`config.mk`:
```
export PLATFORM = sky130hd
export DESIGN_NAME = seg_addr_gen
export DESIGN_NICKNAME = d
export VERILOG_FILES = /design/src/seg_addr_pkg.sv /design/src/seg_addr_gen.sv /design/src/phys_adder.sv
export VERILOG_INCLUDE_DIRS = /design/src /design/src/src
export SDC_FILE = /design/constraint.sdc
export NUM_CORES = 1
export LEC_CHECK = 0
export BUFFER_PORTS_ARGS = -buffer_cell sky130_fd_sc_hd__buf_2
export CORE_AREA = 2 2 134 136
export DETAILED_ROUTE_END_ITERATION = 8
export DIE_AREA = 0 0 136 138
export GPL_TIMING_DRIVEN = 0
export PLACE_DENSITY = 0.7
export SETUP_SLACK_MARGIN = 0.5
export SLEW_MARGIN = 20
export SYNTH_ARGS = -nofsm -noshare
export SYNTH_HDL_FRONTEND = slang
export SYNTH_HIERARCHICAL = 1
export SYNTH_SLANG_ARGS = --single-unit
export TNS_END_PERCENT = 20
```
`constraint.sdc`:
```
create_clock -name clk_i -period 9.3 [get_ports clk_i]
set_input_delay 0.465 -clock clk_i [delete_from_list [all_inputs] [get_ports clk_i]]
set_output_delay 0.465 -clock clk_i [all_outputs]
set_load 0.01 [all_outputs]
```
`src/seg_addr_params.svh`:
```
/*
 * Constants for the segmented address generator: widths, shift amount,
 * segment register codes and reset values.
 * Assumes inclusion by bare name from the package and the design files.
 */
`ifndef SEG_ADDR_PARAMS_SVH
`define SEG_ADDR_PARAMS_SVH

`define SEG_W 16
`define OFS_W 16
`define PHYS_W 20
`define SEG_SHIFT 4
`define DISP8_W 8
`define SEG_SEL_W 2
`define SEL_CODE 2'h0
`define SEL_DATA 2'h1
`define SEL_STACK 2'h2
`define SEL_EXTRA 2'h3
`define SEG_RST 16'h0000
`define CODE_SEG_RST 16'hFFFF
`define OFS_RST 16'h0000
`define PHYS_RST 20'h00000

`endif

```
`src/seg_addr_pkg.sv`:
```
/*
 * Types shared by the segmented address generator, the bus side model and the testbench.
 * Assumes seg_addr_params.svh is on the include path.
 */
`include "seg_addr_params.svh"

package seg_addr_pkg;

  // Kind of memory reference, one-hot
  typedef enum logic [4:0] {
    REF_FETCH = 5'h01,
    REF_IMM = 5'h02,
    REF_DATA = 5'h04,
    REF_STACK = 5'h08,
    REF_STR_DST = 5'h10
  } ref_kind_t;

  typedef logic [`SEG_SEL_W-1:0] seg_sel_t;

  // Request from decode and effective-address logic
  typedef struct packed {
    ref_kind_t kind;
    logic base_is_bp;
    logic ovr_valid;
    seg_sel_t ovr_seg;
    logic [`OFS_W-1:0] base;
    logic [`OFS_W-1:0] index;
    logic [`OFS_W-1:0] disp;
    logic disp_is_8;
  } addr_req_t;

  // Answer toward the bus interface
  typedef struct packed {
    logic [`PHYS_W-1:0] phys;
    seg_sel_t seg;
    logic [`OFS_W-1:0] offset;
  } addr_rsp_t;

  // Segment register load request
  typedef struct packed {
    seg_sel_t seg;
    logic [`SEG_W-1:0] value;
  } seg_load_t;

  // Pointer load: segment into data or extra, offset into a general reg
  typedef struct packed {
    logic to_extra;
    logic [2:0] gen_reg;
    logic [`SEG_W-1:0] seg_part;
    logic [`OFS_W-1:0] ofs_part;
  } ptr_load_t;

  typedef enum logic [1:0] {
    ST_IDLE = 2'h1,
    ST_BUSY = 2'h2
  } gen_state_t;

endpackage

```
`src/seg_addr_gen.sv`:
```
/*
 * Segmented address generator: four segment registers, implicit and
 * override segment choice, offset sum and 20-bit physical address.
 * Assumes decode logic and the bus interface share clk_i; one request
 * is answered per cycle one clock later.
 */
`timescale 1ns/1ps
`include "seg_addr_params.svh"

// Function
// A segment spans at most 64K bytes through a 16-bit offset.
// Every memory reference uses a 16-bit segment base and offset.
// Four segment registers code, data, stack, extra supply every base.
// Physical address is base shifted left four plus offset, 20 bits.
// Code segment serves instruction fetch and immediate data.
// Data segment serves all other data references.
// Stack segment serves push, pop and base-pointer based operands.
// Extra segment serves string destination accesses.
// Override prefix replaces the implicit segment for the operand.
// One pointer load reloads a segment and offset register together.
// Pointer loads put segment into data or extra, offset to register.
// Stack, data and extra segments may hold equal bases.
// Offset sum drops carries past 16 bits; 8-bit displacement extends.
// Physical address carry past bit 19 is dropped.
module seg_addr_gen (
  input wire logic clk_i,
  input wire logic rst_b_i,
  input wire logic req_valid_i,
  input wire seg_addr_pkg::addr_req_t req_i,
  input wire logic seg_load_valid_i,
  input wire seg_addr_pkg::seg_load_t seg_load_i,
  input wire logic ptr_load_valid_i,
  input wire seg_addr_pkg::ptr_load_t ptr_load_i,
  output logic rsp_valid_o,
  output seg_addr_pkg::addr_rsp_t rsp_o,
  output logic gen_wr_o,
  output logic [2:0] gen_reg_o,
  output logic [`OFS_W-1:0] gen_val_o
);

  logic rst_sync1;
  logic rst_b;

  always_ff @(posedge clk_i or negedge rst_b_i) begin
    if (!rst_b_i) begin
      rst_sync1 <= 1'b0;
      rst_b <= 1'b0;
    end else begin
      rst_sync1 <= 1'b1;
      rst_b <= rst_sync1;
    end
  end

  // Segment registers
  logic [`SEG_W-1:0] seg_reg [4];
  logic [`SEG_W-1:0] next_seg_reg [4];

  genvar g;
  generate
    for (g = 0; g < 4; g++) begin : g_seg
      // No overlap check between segments, see
      always_comb begin
        next_seg_reg[g] = seg_reg[g];
        if (seg_load_valid_i &&
            seg_load_i.seg == `SEG_SEL_W'(g)) begin
          next_seg_reg[g] = seg_load_i.value;
        end
        // Pointer load wins for its segment, see see
        if (ptr_load_valid_i) begin
          if (ptr_load_i.to_extra && `SEG_SEL_W'(g) == `SEL_EXTRA)
            next_seg_reg[g] = ptr_load_i.seg_part;
          if (!ptr_load_i.to_extra && `SEG_SEL_W'(g) == `SEL_DATA)
            next_seg_reg[g] = ptr_load_i.seg_part;
        end
      end

      always_ff @(posedge clk_i or negedge rst_b) begin
        if (!rst_b) begin
          seg_reg[g] <= (g == 0) ? `CODE_SEG_RST : `SEG_RST;
        end else begin
          seg_reg[g] <= next_seg_reg[g];
        end
      end
    end
  endgenerate

  // Segment choice and offset sum
  seg_addr_pkg::seg_sel_t sel;
  logic [`OFS_W-1:0] disp_ext;
  logic [`OFS_W-1:0] eff_ofs;
  logic [`PHYS_W-1:0] phys;

  always_comb begin
    unique case (req_i.kind)
      seg_addr_pkg::REF_FETCH: sel = `SEL_CODE;
      seg_addr_pkg::REF_IMM: sel = `SEL_CODE;
      seg_addr_pkg::REF_STACK: sel = `SEL_STACK;
      seg_addr_pkg::REF_STR_DST: sel = `SEL_EXTRA;
      seg_addr_pkg::REF_DATA:
        sel = req_i.base_is_bp ? `SEL_STACK : `SEL_DATA;
      default: sel = `SEL_DATA;
    endcase
    // Override applies to operands only, not fetch or string dest
    if (req_i.ovr_valid &&
        (req_i.kind == seg_addr_pkg::REF_DATA ||
         req_i.kind == seg_addr_pkg::REF_STACK && req_i.base_is_bp)) begin
      sel = req_i.ovr_seg;
    end
    disp_ext = req_i.disp_is_8 ?
      {{(`OFS_W-`DISP8_W){req_i.disp[`DISP8_W-1]}},
       req_i.disp[`DISP8_W-1:0]} : req_i.disp;
    // 16-bit sum wraps inside the 64K segment, see see
    eff_ofs = req_i.base + req_i.index + disp_ext;
  end

  phys_adder u_phys_adder (
    .seg_base_i(seg_reg[sel]), // see
    .offset_i(eff_ofs),
    .phys_o(phys)
  );

  // Answer registers
  seg_addr_pkg::gen_state_t state;
  seg_addr_pkg::gen_state_t next_state;
  seg_addr_pkg::addr_rsp_t next_rsp;
  logic next_gen_wr;
  logic [2:0] next_gen_reg;
  logic [`OFS_W-1:0] next_gen_val;

  always_comb begin
    next_state = req_valid_i ? seg_addr_pkg::ST_BUSY : seg_addr_pkg::ST_IDLE;
    next_rsp = rsp_o;
    if (req_valid_i) begin
      next_rsp.phys = phys;
      next_rsp.seg = sel;
      next_rsp.offset = eff_ofs;
    end
    next_gen_wr = ptr_load_valid_i; // see
    next_gen_reg = ptr_load_valid_i ? ptr_load_i.gen_reg : gen_reg_o;
    next_gen_val = ptr_load_valid_i ? ptr_load_i.ofs_part : gen_val_o;
  end

  always_ff @(posedge clk_i or negedge rst_b) begin
    if (!rst_b) begin
      state <= seg_addr_pkg::ST_IDLE;
      rsp_o <= '{phys: `PHYS_RST, seg: `SEL_CODE, offset: `OFS_RST};
      gen_wr_o <= 1'b0;
      gen_reg_o <= 3'h0;
      gen_val_o <= `OFS_RST;
    end else begin
      state <= next_state;
      rsp_o <= next_rsp;
      gen_wr_o <= next_gen_wr;
      gen_reg_o <= next_gen_reg;
      gen_val_o <= next_gen_val;
    end
  end

  assign rsp_valid_o = (state == seg_addr_pkg::ST_BUSY);
endmodule

```
`src/phys_adder.sv`:
```
/*
 * Combinational physical address adder: base shifted left then offset.
 * Assumes inputs come from flip-flops of the same clock.
 */
`timescale 1ns/1ps
`include "seg_addr_params.svh"

module phys_adder (
  input wire logic [`SEG_W-1:0] seg_base_i,
  input wire logic [`OFS_W-1:0] offset_i,
  output logic [`PHYS_W-1:0] phys_o
);

  logic [`PHYS_W-1:0] shifted;
  logic [`PHYS_W-1:0] ofs_ext;

  always_comb begin
    shifted = {seg_base_i, {`SEG_SHIFT{1'b0}}};
    ofs_ext = {{(`PHYS_W-`OFS_W){1'b0}}, offset_i};
    // Carry out of bit 19 dropped, wraps in 1 MB, see see
    phys_o = shifted + ofs_ext;
  end

endmodule

```
==> flow_metrics.env, run 1 <==
export IMPL_cts_root_buf="clkbuf_16"
export IMPL_crit_path_max_incr_delay_ps=510
export IMPL_multiInputGateArea_mm2=0.00418
export IMPL_endpoint="rsp_o[36]"
export IMPL_cts_htree_levels=4
export IMPL_cts_buffers=17
export IMPL_grt_use_total=0.200
export IMPL_place_gp_congestion=0.852
export IMPL_place_worst_setup_slack_ps=4450
export IMPL_die_w_um=136
export IMPL_routed_via_density=5.24
export IMPL_fmax_mhz=225
export IMPL_timing_critical_path_from="req_i[0]"
export IMPL_yosysWarnings=6
export IMPL_grt_pass1_wl_um=29700
export IMPL_rr_startpoint="seg_reg[49]"
export IMPL_fillers=1617
export IMPL_max_cap_violations=0
export IMPL_ctsResizeCount=0
export IMPL_arrival_ps=4740
export IMPL_critPathSlowestCell="or4_1"
export IMPL_synth_ff_type="dfrtp_1"
export IMPL_crit_type="input pin to register"
export IMPL_fin_tns_setup_ps=0
export IMPL_worst_slack_ps=4850
export IMPL_postCtsHoldBufs=1
export IMPL_rsz0062_at_grt="false"
export IMPL_hold_violations=0
export IMPL_first_pass_iters=4
export IMPL_nets=1043
export IMPL_cp_required_ps=9590
export IMPL_drt_iter0_markers=224
export IMPL_cp_end_kind="register"
export IMPL_antenna_left=0
export IMPL_design_core_area_mm2=0.0175
export IMPL_cts_tree="yes"
export IMPL_status="finished clean"
export IMPL_grt_max_degree=53
export IMPL_fin_worst_skew_ps=8.31
export IMPL_path_clk_slew_ps=60
export IMPL_crit_buf_inv=2
export IMPL_clkSinkCount=126
export IMPL_vdd_ir_drop_max_mv=0.148
export IMPL_die_h_um=138
export IMPL_antenna_found_initial=1
export IMPL_vias=5897
export IMPL_drc=0
export IMPL_r2r_end="rsp_o[31]"
export IMPL_synth_seq_area_share=0.415
export IMPL_cts_setup_buffers=0
export IMPL_syn_inst=686
export IMPL_leakage_nw=4.48
export IMPL_row_count=49
export IMPL_clockBufferDepth=2
export IMPL_regArea_mm2=0.00318
export IMPL_ios=176
export IMPL_yosysUniqueCellTypes=62
export IMPL_rr_worst_depth=8
export IMPL_finalSetupViolCount=0
export IMPL_r2r_slack_ps=6550
export IMPL_area_delta_synth_final_pct=24.0
export IMPL_grt_pass1_vias=6029
export IMPL_avgSynthCellArea_um2=11.2
export IMPL_syn_num_nets=846
export IMPL_period_needed_ps=4450
export IMPL_drive_gt1_frac=0.365
export IMPL_initial_utilization=0.436
export IMPL_slew_violations=0
export IMPL_synthArstFlopShare=1.00
export IMPL_hold_class="register to async pin"
export IMPL_port_buffers=174
export IMPL_die_area_mm2=0.0188
export IMPL_post_drt_wl_per_cell_um=16.2
export IMPL_path_depth=17
export IMPL_wl_um=18200
export IMPL_dp_hpwl_um=13800
export IMPL_fin_crit_sh=0.479
export IMPL_netlist_area_mm2=0.00765
export IMPL_ys_ff_latch=126
export IMPL_overflow=0
export IMPL_crit_family="compound AO/OA/AOI/OAI gates"
export IMPL_path_cells="clkbuf_1, nand2_1, o21ai_0, fa_1, ha_1, a21oi_1, nand2_1, or4_1, o21a_1, xnor2_1, ha_1, buf_2, a21oi_1, or3_1, o2111a_1, nand3_1, mux2_2"
export IMPL_insertion_delay_ps=410
export IMPL_cp_max_fo=9
export IMPL_largest_register_ffs=64
export IMPL_synth_edf_count=0
export IMPL_tightest_slew_ps=795
export IMPL_power_density_mw_per_mm2=245
export IMPL_slew_headroom=0.470
export IMPL_worstSetupStartpointType="input pin"
-- area by class of cell --
| type | count | share of cell area |
|---|---|---|
| repair buffers | 178 | 0.100 |
| clock inverters | 6 | 0.00870 |
| clock buffers | 26 | 0.0537 |
| diodes | 1 | 0.000264 |
| plain buffers | 33 | 0.0187 |
| flip-flops and latches | 126 | 0.335 |
| multi-input cells | 494 | 0.440 |
| inverters | 33 | 0.0131 |
| well taps | 229 | 0.0302 |
-- worst register-to-register path, stage by stage (launching register included) --
cell and delay, ps:
dfstp_2 520, mux2i_1 60, mux2i_1 340, ha_1 320
a211oi_1 390, o21ai_0 250, a211oi_1 380, xnor2_1 110
mux2_2 270
-- per-stage QoR --
stage / cells / power [mW] / hold slack, ps / cell area (µm²) / util
after global routing: 1125 / 2.48 / 139 / 9490 / 0.541
after floorplan: 686 / 1.40 / 169 / 7650 / -
after detailed placement: 1092 / 1.67 / 134 / 8880 / 0.507
after CTS: 1125 / 2.34 / 135 / 9490 / 0.541
final: 1126 / 2.32 / 126 / 9490 / 0.541
after global placement: 1089 / 1.65 / 251 / 8810 / 0.502
-- metal layers --
layer | GRT usage | vias up | share of wire
met2 | 0.330 | 183 | 0.48
met3 | 0.0458 | 23 | 0.072
li1 | - | 2883 | -
met4 | 0.0696 | 0 | 0.015
met1 | 0.259 | 2808 | 0.44
met5 | 0 | - | 0
-- cell usage after synthesis (5+ instances only) --
| library cell | n | area (µm²) |
|---|---|---|
| dfstp_2 | 17 | 447 |
| o21ai_0 | 45 | 225 |
| clkbuf_1 | 16 | 60.1 |
| dfrtp_1 | 109 | 2730 |
| nor2b_1 | 6 | 37.5 |
| a21o_1 | 5 | 37.5 |
| nand3_1 | 11 | 55.1 |
| nand2_1 | 51 | 191 |
| xor2_1 | 7 | 61.3 |
| nand2b_1 | 7 | 43.8 |
| fa_1 | 17 | 340 |
| xnor2_1 | 16 | 140 |
| a21oi_1 | 19 | 95.1 |
| nand3b_1 | 5 | 37.5 |
| mux2i_1 | 81 | 811 |
| o21a_1 | 9 | 67.6 |
| ha_1 | 26 | 325 |
| a211oi_1 | 6 | 45.0 |
| o221ai_1 | 9 | 78.8 |
| nor2_1 | 19 | 71.3 |
| mux2_2 | 78 | 878 |
| or3_1 | 5 | 31.3 |
| o21ai_1 | 5 | 25.0 |
| o211ai_1 | 6 | 45.0 |
| inv_1 | 32 | 120 |
| buf_4 | 5 | 37.5 |
-- report_power, final --
part	leakage (nW)	internal [mW]	switching, mW	total, mW
Sequential	1.47	0.686	0.0638	0.750
Combinational	2.72	0.427	0.484	0.911
Clock	0.290	0.429	0.231	0.660
Total	4.48	1.54	0.779	2.32
-- layout by cell type, fill, tap and decap left out, drive strengths merged, types with 5 or more instances in the layout --
cell type / count
o211ai: 6
or3: 5
nand3: 11
inv: 32
a211oi: 6
xor2: 7
nor2b: 6
dfstp: 17
o21a: 10
xnor2: 16
mux2: 78
nand2b: 7
a21oi: 20
dfrtp: 109
mux2i: 81
fa: 17
nor2: 19
clkbuf: 42
a21o: 5
nand3b: 5
o221ai: 9
ha: 26
buf: 194
o21ai: 50
nand2: 51
-- kinds of logic after synthesis --
group	synth area share
and+or+nand+nor	0.0849
buffers and inverters	0.0394
muxes	0.221
AOI/OAI and AO/OA	0.126
adders and majority gates	0.0870
xor gates and xnor gates	0.0263
other	0.000490
DFF	0.415
-- worst min-delay path by stage --
stage	cells after the start	slack, ps	from	end
floorplan	0	170	rst_b_i	rst_b
global placement	1	250	rst_b_i	rst_sync1
detailed placement	0	130	rst_b	gen_reg_o[1]
CTS	0	140	rst_b	gen_reg_o[1]
global route	0	140	rst_b	gen_reg_o[0]
finish	0	130	rst_b	gen_reg_o[1]
Power figures use the tool's default switching activity.
==> run 2, diff against run 1 <==
- clock period: 9.3 -> 4.4 ns (I/O delays scaled with it)
==> run 2 against run 1 <==
  * Total power grew 120%
  * First-iteration DRC count increased by 14%
  * Combinational power grew 120%
  * Register-to-register slack worse by 4900 ps
  * Utilization increased by 0.88 points
  * Final cell count increased by 0.36%
  * Routed wire length grew 3.5%
  * Critical path depth down 1
  * Critical endpoint is now rsp_o[37]
==> flow_metrics.env, run 2 (synthesis gave the netlist of run 1 again) <==
export IMPL_crit_buf_inv=2
export IMPL_fillers=1567
export IMPL_grt_use_total=0.204
export IMPL_initial_utilization=0.436
export IMPL_holdWs_ps=14.0
export IMPL_antenna_left=0
export IMPL_cp_required_ps=4710
export IMPL_die_area_mm2=0.0188
export IMPL_critPathSlowestCell="fa_1"
export IMPL_slew_violations=0
export IMPL_post_drt_wl_per_cell_um=16.7
export IMPL_nets=1048
export IMPL_fin_cells=1130
export IMPL_leakage_nw=4.54
export IMPL_insertion_delay_ps=420
export IMPL_vias=5989
export IMPL_worstHoldPathCells=3
export IMPL_drive_gt1_frac=0.386
export IMPL_routed_via_density=5.30
export IMPL_place_gp_congestion=0.864
export IMPL_multiInputGateArea_mm2=0.00425
export IMPL_cp_max_fo=9
export IMPL_port_buffers=174
export IMPL_drc=0
export IMPL_power_density_mw_per_mm2=530
export IMPL_fin_worst_skew_ps=5.05
export IMPL_layout_commonest_cell="buf_2"
export IMPL_largest_register_ffs=64
export IMPL_period_needed_ps=3800
export IMPL_max_cap_violations=0
export IMPL_drt_iter0_markers=256
export IMPL_rr_worst_depth=10
export IMPL_arrival_ps=4110
export IMPL_hold_violations=0
export IMPL_cp_end_kind="register"
export IMPL_rsz0062_at_grt="true"
export IMPL_design_core_area_mm2=0.0175
export IMPL_r2r_slack_ps=1700
export IMPL_min_from="ptr_load_i[30]"
export IMPL_grt_max_degree=51
export IMPL_path_cells="clkbuf_2, nand2_4, o21ai_0, fa_1, ha_4, a21oi_2, nand2_1, or4_1, o21a_1, xnor2_2, ha_1, buf_2, nor3b_1, a2111oi_4, o311ai_1, mux2_2"
export IMPL_finalSetupViolCount=0
export IMPL_area_delta_synth_final_pct=26.0
export IMPL_hold_class="input pin to register"
export IMPL_slew_headroom=0.454
export IMPL_vdd_ir_drop_max_mv=0.306
export IMPL_overflow=0
export IMPL_path_clk_slew_ps=60
export IMPL_cts_htree_levels=4
export IMPL_final_cell_mix="buf_2 (178), dfrtp_1 (108), mux2i_1 (81), mux2_2 (78), nand2_1 (50)"
export IMPL_first_pass_iters=5
export IMPL_power_mw=5.11
export IMPL_cts_tree="yes"
export IMPL_crit_path_max_incr_delay_ps=540
export IMPL_wl_um=18900
export IMPL_die_h_um=138
export IMPL_antenna_diode_count=0
export IMPL_worstSetupStartpointType="input pin"
export IMPL_place_area_mm2=0.00887
export IMPL_grt_pass1_vias=5991
export IMPL_row_count=49
export IMPL_tightest_slew_ps=819
export IMPL_die_w_um=136
export IMPL_clkSinkCount=126
export IMPL_status="finished clean"
export IMPL_hold_path_end="seg_reg[46]"
export IMPL_cts_buffers=17
export IMPL_r2r_end="rsp_o[30]"
export IMPL_rr_startpoint="seg_reg[16]"
export IMPL_ios=176
export IMPL_cts_root_buf="clkbuf_16"
export IMPL_fin_crit_sh=0.863
export IMPL_grt_pass1_wl_um=29900
export IMPL_fin_tns_setup_ps=0
export IMPL_antenna_found_initial=1
export IMPL_crit_type="input pin to register"
export IMPL_dpl_cell_count=1091
export IMPL_clockBufferDepth=2
export IMPL_dp_hpwl_um=13900
export IMPL_fmax_mhz=263
export IMPL_crit_family="adder cells"
export IMPL_regArea_mm2=0.00318
export IMPL_design_area_mm2=0.00964
[run 2: cell types whose count changed in the layout (fill, tap and decap cells not counted), sizes merged]
cell	delta
dlygate4sd3	+2
clkbuf	-8
bufinv	+2
buf	+3
inv	+6
diode	-1
[run 2: final cells by class]
type	count	share of cell area
repair buffers	183	0.101
clock buffers	18	0.0455
well taps	229	0.0297
flip-flops and latches	126	0.330
inverters	33	0.0128
multi-input cells	494	0.441
clock inverters	14	0.0210
plain buffers	33	0.0187
[run 2: worst max path at each step]
stage,start,to,cells after the start
global placement,rst_b,rsp_o[14],0
detailed placement,req_i[2],rsp_o[37],16
finish,req_i[0],rsp_o[37],16
global route,req_i[0],rsp_o[37],16
floorplan,req_i[0],rsp_o[37],17
CTS,req_i[2],rsp_o[32],16
[run 2: stage by stage]
stage | worst slack, ps | util
after floorplan | 539 | -
after global placement | -858 | 0.503
after detailed placement | -86.9 | 0.506
after CTS | 487 | 0.545
after global routing | 443 | 0.550
final | 601 | 0.550
[run 2: where the power goes]
part / total [mW] / internal, mW / switching (mW)
Combinational: 1.98 / 0.943 / 1.04
Sequential: 1.59 / 1.45 / 0.143
Clock: 1.53 / 0.974 / 0.558
[run 2: worst register-to-register path, delay by kind of cell, from the launching register on]
| kind | cells | cell delay (ps) |
|---|---|---|
| fa+ha+maj | 2 | 700 |
| flops | 1 | 370 |
| compound gates | 2 | 600 |
| buf+inv | 1 | 190 |
| mux | 3 | 540 |
| simple gates | 2 | 180 |
[run 2: metal layers]
layer  vias to the layer above  global-route usage  wire length, µm  part of all wire
met5                         -                   0               16           0.00085
met4                         2              0.0554              235             0.012
met3                        22              0.0477             1300             0.069
met2                       219               0.341             9060              0.48
met1                      2859               0.266             8280              0.44
li1                       2887                   -                -                 -
[run 2: repair_timing]
item,in CTS,in global routing
pin swaps,0,9
gates resized for setup,5,15
hold buffers,3,0
setup buffers,0,4
hold endpoints to repair,4,0
setup endpoints to repair,6,10
==> run 3, diff against run 2 <==
- CELL_PAD_IN_SITES_DETAIL_PLACEMENT: default -> 1
- CELL_PAD_IN_SITES_GLOBAL_PLACEMENT: default -> 2
- CORE_AREA: 2 2 134 136 -> 2 2 151 153
- DIE_AREA: 0 0 136 138 -> 0 0 153 155
- PLACE_DENSITY: 0.7 -> 0.82
- TNS_END_PERCENT: 20 -> 100
==> run 3 against run 2 <==
  * Via count up 1.4%
  * Utilization down 11 points
  * Critical path depth fell by 1
  * Clock power fell by 8%
  * Global-route usage fell by 2.7 points
  * Hold slack gained 2.1 ps
  * Die area increased by 26%
  * Cell area rose by 1.7%
  * Flip-flop and latch count unchanged
  * Clock skew is 7.2 ps higher
  * Critical endpoint is now rsp_o[32]
  * Highest routed layer is now met4
==> flow_metrics.env, run 3 (synthesis gave the netlist of run 1 again) <==
export IMPL_status="finished clean"
export IMPL_post_drt_wl_per_cell_um=17.6
export IMPL_clkSinkCount=126
export IMPL_overflow=0
export IMPL_power_density_mw_per_mm2=522
export IMPL_arrival_ps=4060
export IMPL_fillers=2519
export IMPL_initial_utilization=0.344
export IMPL_grt_use_total=0.178
export IMPL_leakage_nw=4.55
export IMPL_internal_power_mw=3.32
export IMPL_p_sw_mw=1.80
export IMPL_cp_required_ps=4700
export IMPL_row_count=55
export IMPL_port_buffers=174
export IMPL_wl_um=21000
export IMPL_antenna_found_initial=3
export IMPL_seqPwrFrac=0.311
export IMPL_routed_via_density=5.08
export IMPL_combPwrFrac=0.414
export IMPL_grt_pass1_wl_um=33500
export IMPL_crit_type="input pin to register"
export IMPL_vdd_ir_drop_max_mv=0.311
export IMPL_dp_hpwl_um=15600
export IMPL_tightest_slew_ps=796
export IMPL_fin_worst_skew_ps=12.3
export IMPL_cp_end_kind="register"
export IMPL_period_needed_ps=3760
export IMPL_crit_path_frequent_cell="mux2i_1"
export IMPL_worstSetupStartpointType="input pin"
export IMPL_design_core_area_mm2=0.0222
export IMPL_multiInputGateArea_mm2=0.00433
export IMPL_finalSetupViolCount=0
export IMPL_cp_max_fo=10
export IMPL_slew_headroom=0.470
export IMPL_power_mw=5.11
export IMPL_place_area_mm2=0.00895
export IMPL_fmax_mhz=266
export IMPL_critPathSlowestCell="a311oi_4"
export IMPL_design_area_mm2=0.00980
export IMPL_largest_register_ffs=64
export IMPL_die_w_um=153
export IMPL_vias=6070
export IMPL_place_gp_congestion=0.765
export IMPL_regArea_mm2=0.00318
export IMPL_insertion_delay_ps=420
export IMPL_drt_iter0_markers=128
export IMPL_hold_violations=0
export IMPL_holdWs_ps=16.2
export IMPL_max_cap_violations=0
export IMPL_die_area_mm2=0.0237
export IMPL_cts_buffers=17
export IMPL_ios=176
export IMPL_drc=0
export IMPL_cts_root_buf="clkbuf_16"
export IMPL_path_clk_slew_ps=70
export IMPL_cts_tree="yes"
export IMPL_crit_path_max_incr_delay_ps=540
export IMPL_grt_pass1_vias=6455
export IMPL_fin_crit_sh=0.854
export IMPL_sw_frac_of_total=0.352
export IMPL_slew_violations=0
export IMPL_path_cells="buf_2, nand3b_1, a311o_1, a311oi_4, buf_6, mux2i_1, mux2i_1, ha_1, fa_1, a21o_1, a221oi_4, buf_4, o21ai_0, xor2_1, mux2_2"
export IMPL_first_pass_iters=4
export IMPL_p_clk_frac=0.275
export IMPL_nets=1055
export IMPL_area_delta_synth_final_pct=28.2
export IMPL_die_h_um=155
export IMPL_clockBufferDepth=2
export IMPL_layout_commonest_cell="buf_2"
export IMPL_grt_max_degree=55
export IMPL_final_cell_mix="buf_2 (178), dfrtp_1 (108), mux2i_1 (81), mux2_2 (78), nand2_1 (49)"
export IMPL_hold_class="input pin to register"
export IMPL_cts_htree_levels=4
export IMPL_rsz0062_at_grt="true"
export IMPL_antenna_left=0
export IMPL_drive_gt1_frac=0.402
-- run 3: cell types whose count changed in the layout (fill, tap and decap cells not counted), moves of 2 or more --
cell / before / now
clkbuf_1: 14 / 16
diode_2: 0 / 3
buf_4: 9 / 17
inv_6: 6 / 2
o21ai_2: 1 / 3
clkinvlp_4: 1 / 4
clkbuf_2: 2 / 0
bufinv_16: 4 / 2
ha_1: 24 / 21
o21ai_1: 8 / 6
ha_2: 1 / 3
-- run 3: worst paths after layout --
path / slack (ps) / cells past startpoint / from / to
max: 640 / 15 / req_i[56] / rsp_o[32]
min: 20 / 3 / ptr_load_i[16] / seg_reg[0]
max reg2reg: 1690 / 10 / seg_reg[0] / rsp_o[32]
min reg2reg: 220 / 0 / rst_b / gen_wr_o
max in group asynchronous: 3240 / 2 / rst_b / state[0]
min in group asynchronous: 110 / 2 / rst_b_i / rst_sync1
-- run 3: metrics by stage --
step / std cells / util / setup TNS, ps / setup slack, ps
4_1_cts: 1184 / 0.432 / 0 / 461
3_3_place_gp: 1145 / 0.400 / -109810 / -1030
5_1_grt: 1194 / 0.441 / 0 / 472
2_1_floorplan: 686 / - / 0 / 539
6_report: 1196 / 0.441 / 0 / 641
3_5_place_dp: 1147 / 0.402 / -423 / -178
-- run 3: layer usage --
layer | GRT usage | routed length, µm
met5 | 0 | 0
met4 | 0.0481 | 191
met3 | 0.0432 | 1100
met2 | 0.312 | 10500
met1 | 0.219 | 9200
-- run 3: worst max-delay path: cells and delay by family --
| family | cells | cell delay, ps |
|---|---|---|
| buf+inv | 3 | 600 |
| fa+ha+maj | 2 | 710 |
| compound gates | 5 | 1560 |
| mux | 3 | 620 |
| xor+xnor | 1 | 150 |
| simple gates | 1 | 190 |
-- run 3: layout make-up --
| type | instances | area share |
|---|---|---|
| Clock buffer | 20 | 0.0456 |
| Timing Repair Buffer | 190 | 0.106 |
| Multi-Input combinational cell | 494 | 0.442 |
| Antenna cell | 3 | 0.000766 |
| Sequential cell | 126 | 0.324 |
| Tap cell | 285 | 0.0364 |
| Buffer | 33 | 0.0189 |
| Clock inverter | 12 | 0.0142 |
| Inverter | 33 | 0.0126 |
-- run 3: power by group through the flow --
| stage | clock [mW] | combinational (mW) | sequential, mW |
|---|---|---|---|
| finish | 1.41 | 2.12 | 1.59 |
| global route | 1.49 | 2.34 | 1.63 |
| CTS | 1.44 | 2.02 | 1.60 |
| detailed placement | 0 | 1.97 | 1.61 |
| global placement | 0 | 1.91 | 1.62 |
| floorplan | 0 | 1.29 | 1.67 |
-- run 3: repair_timing --
action,CTS,global route
resized for setup,5,35
hold buffers,3,0
setup buffers,2,9
hold endpoints to repair,4,0
endpoints found under the setup margin,9,10
pin swaps,1,18
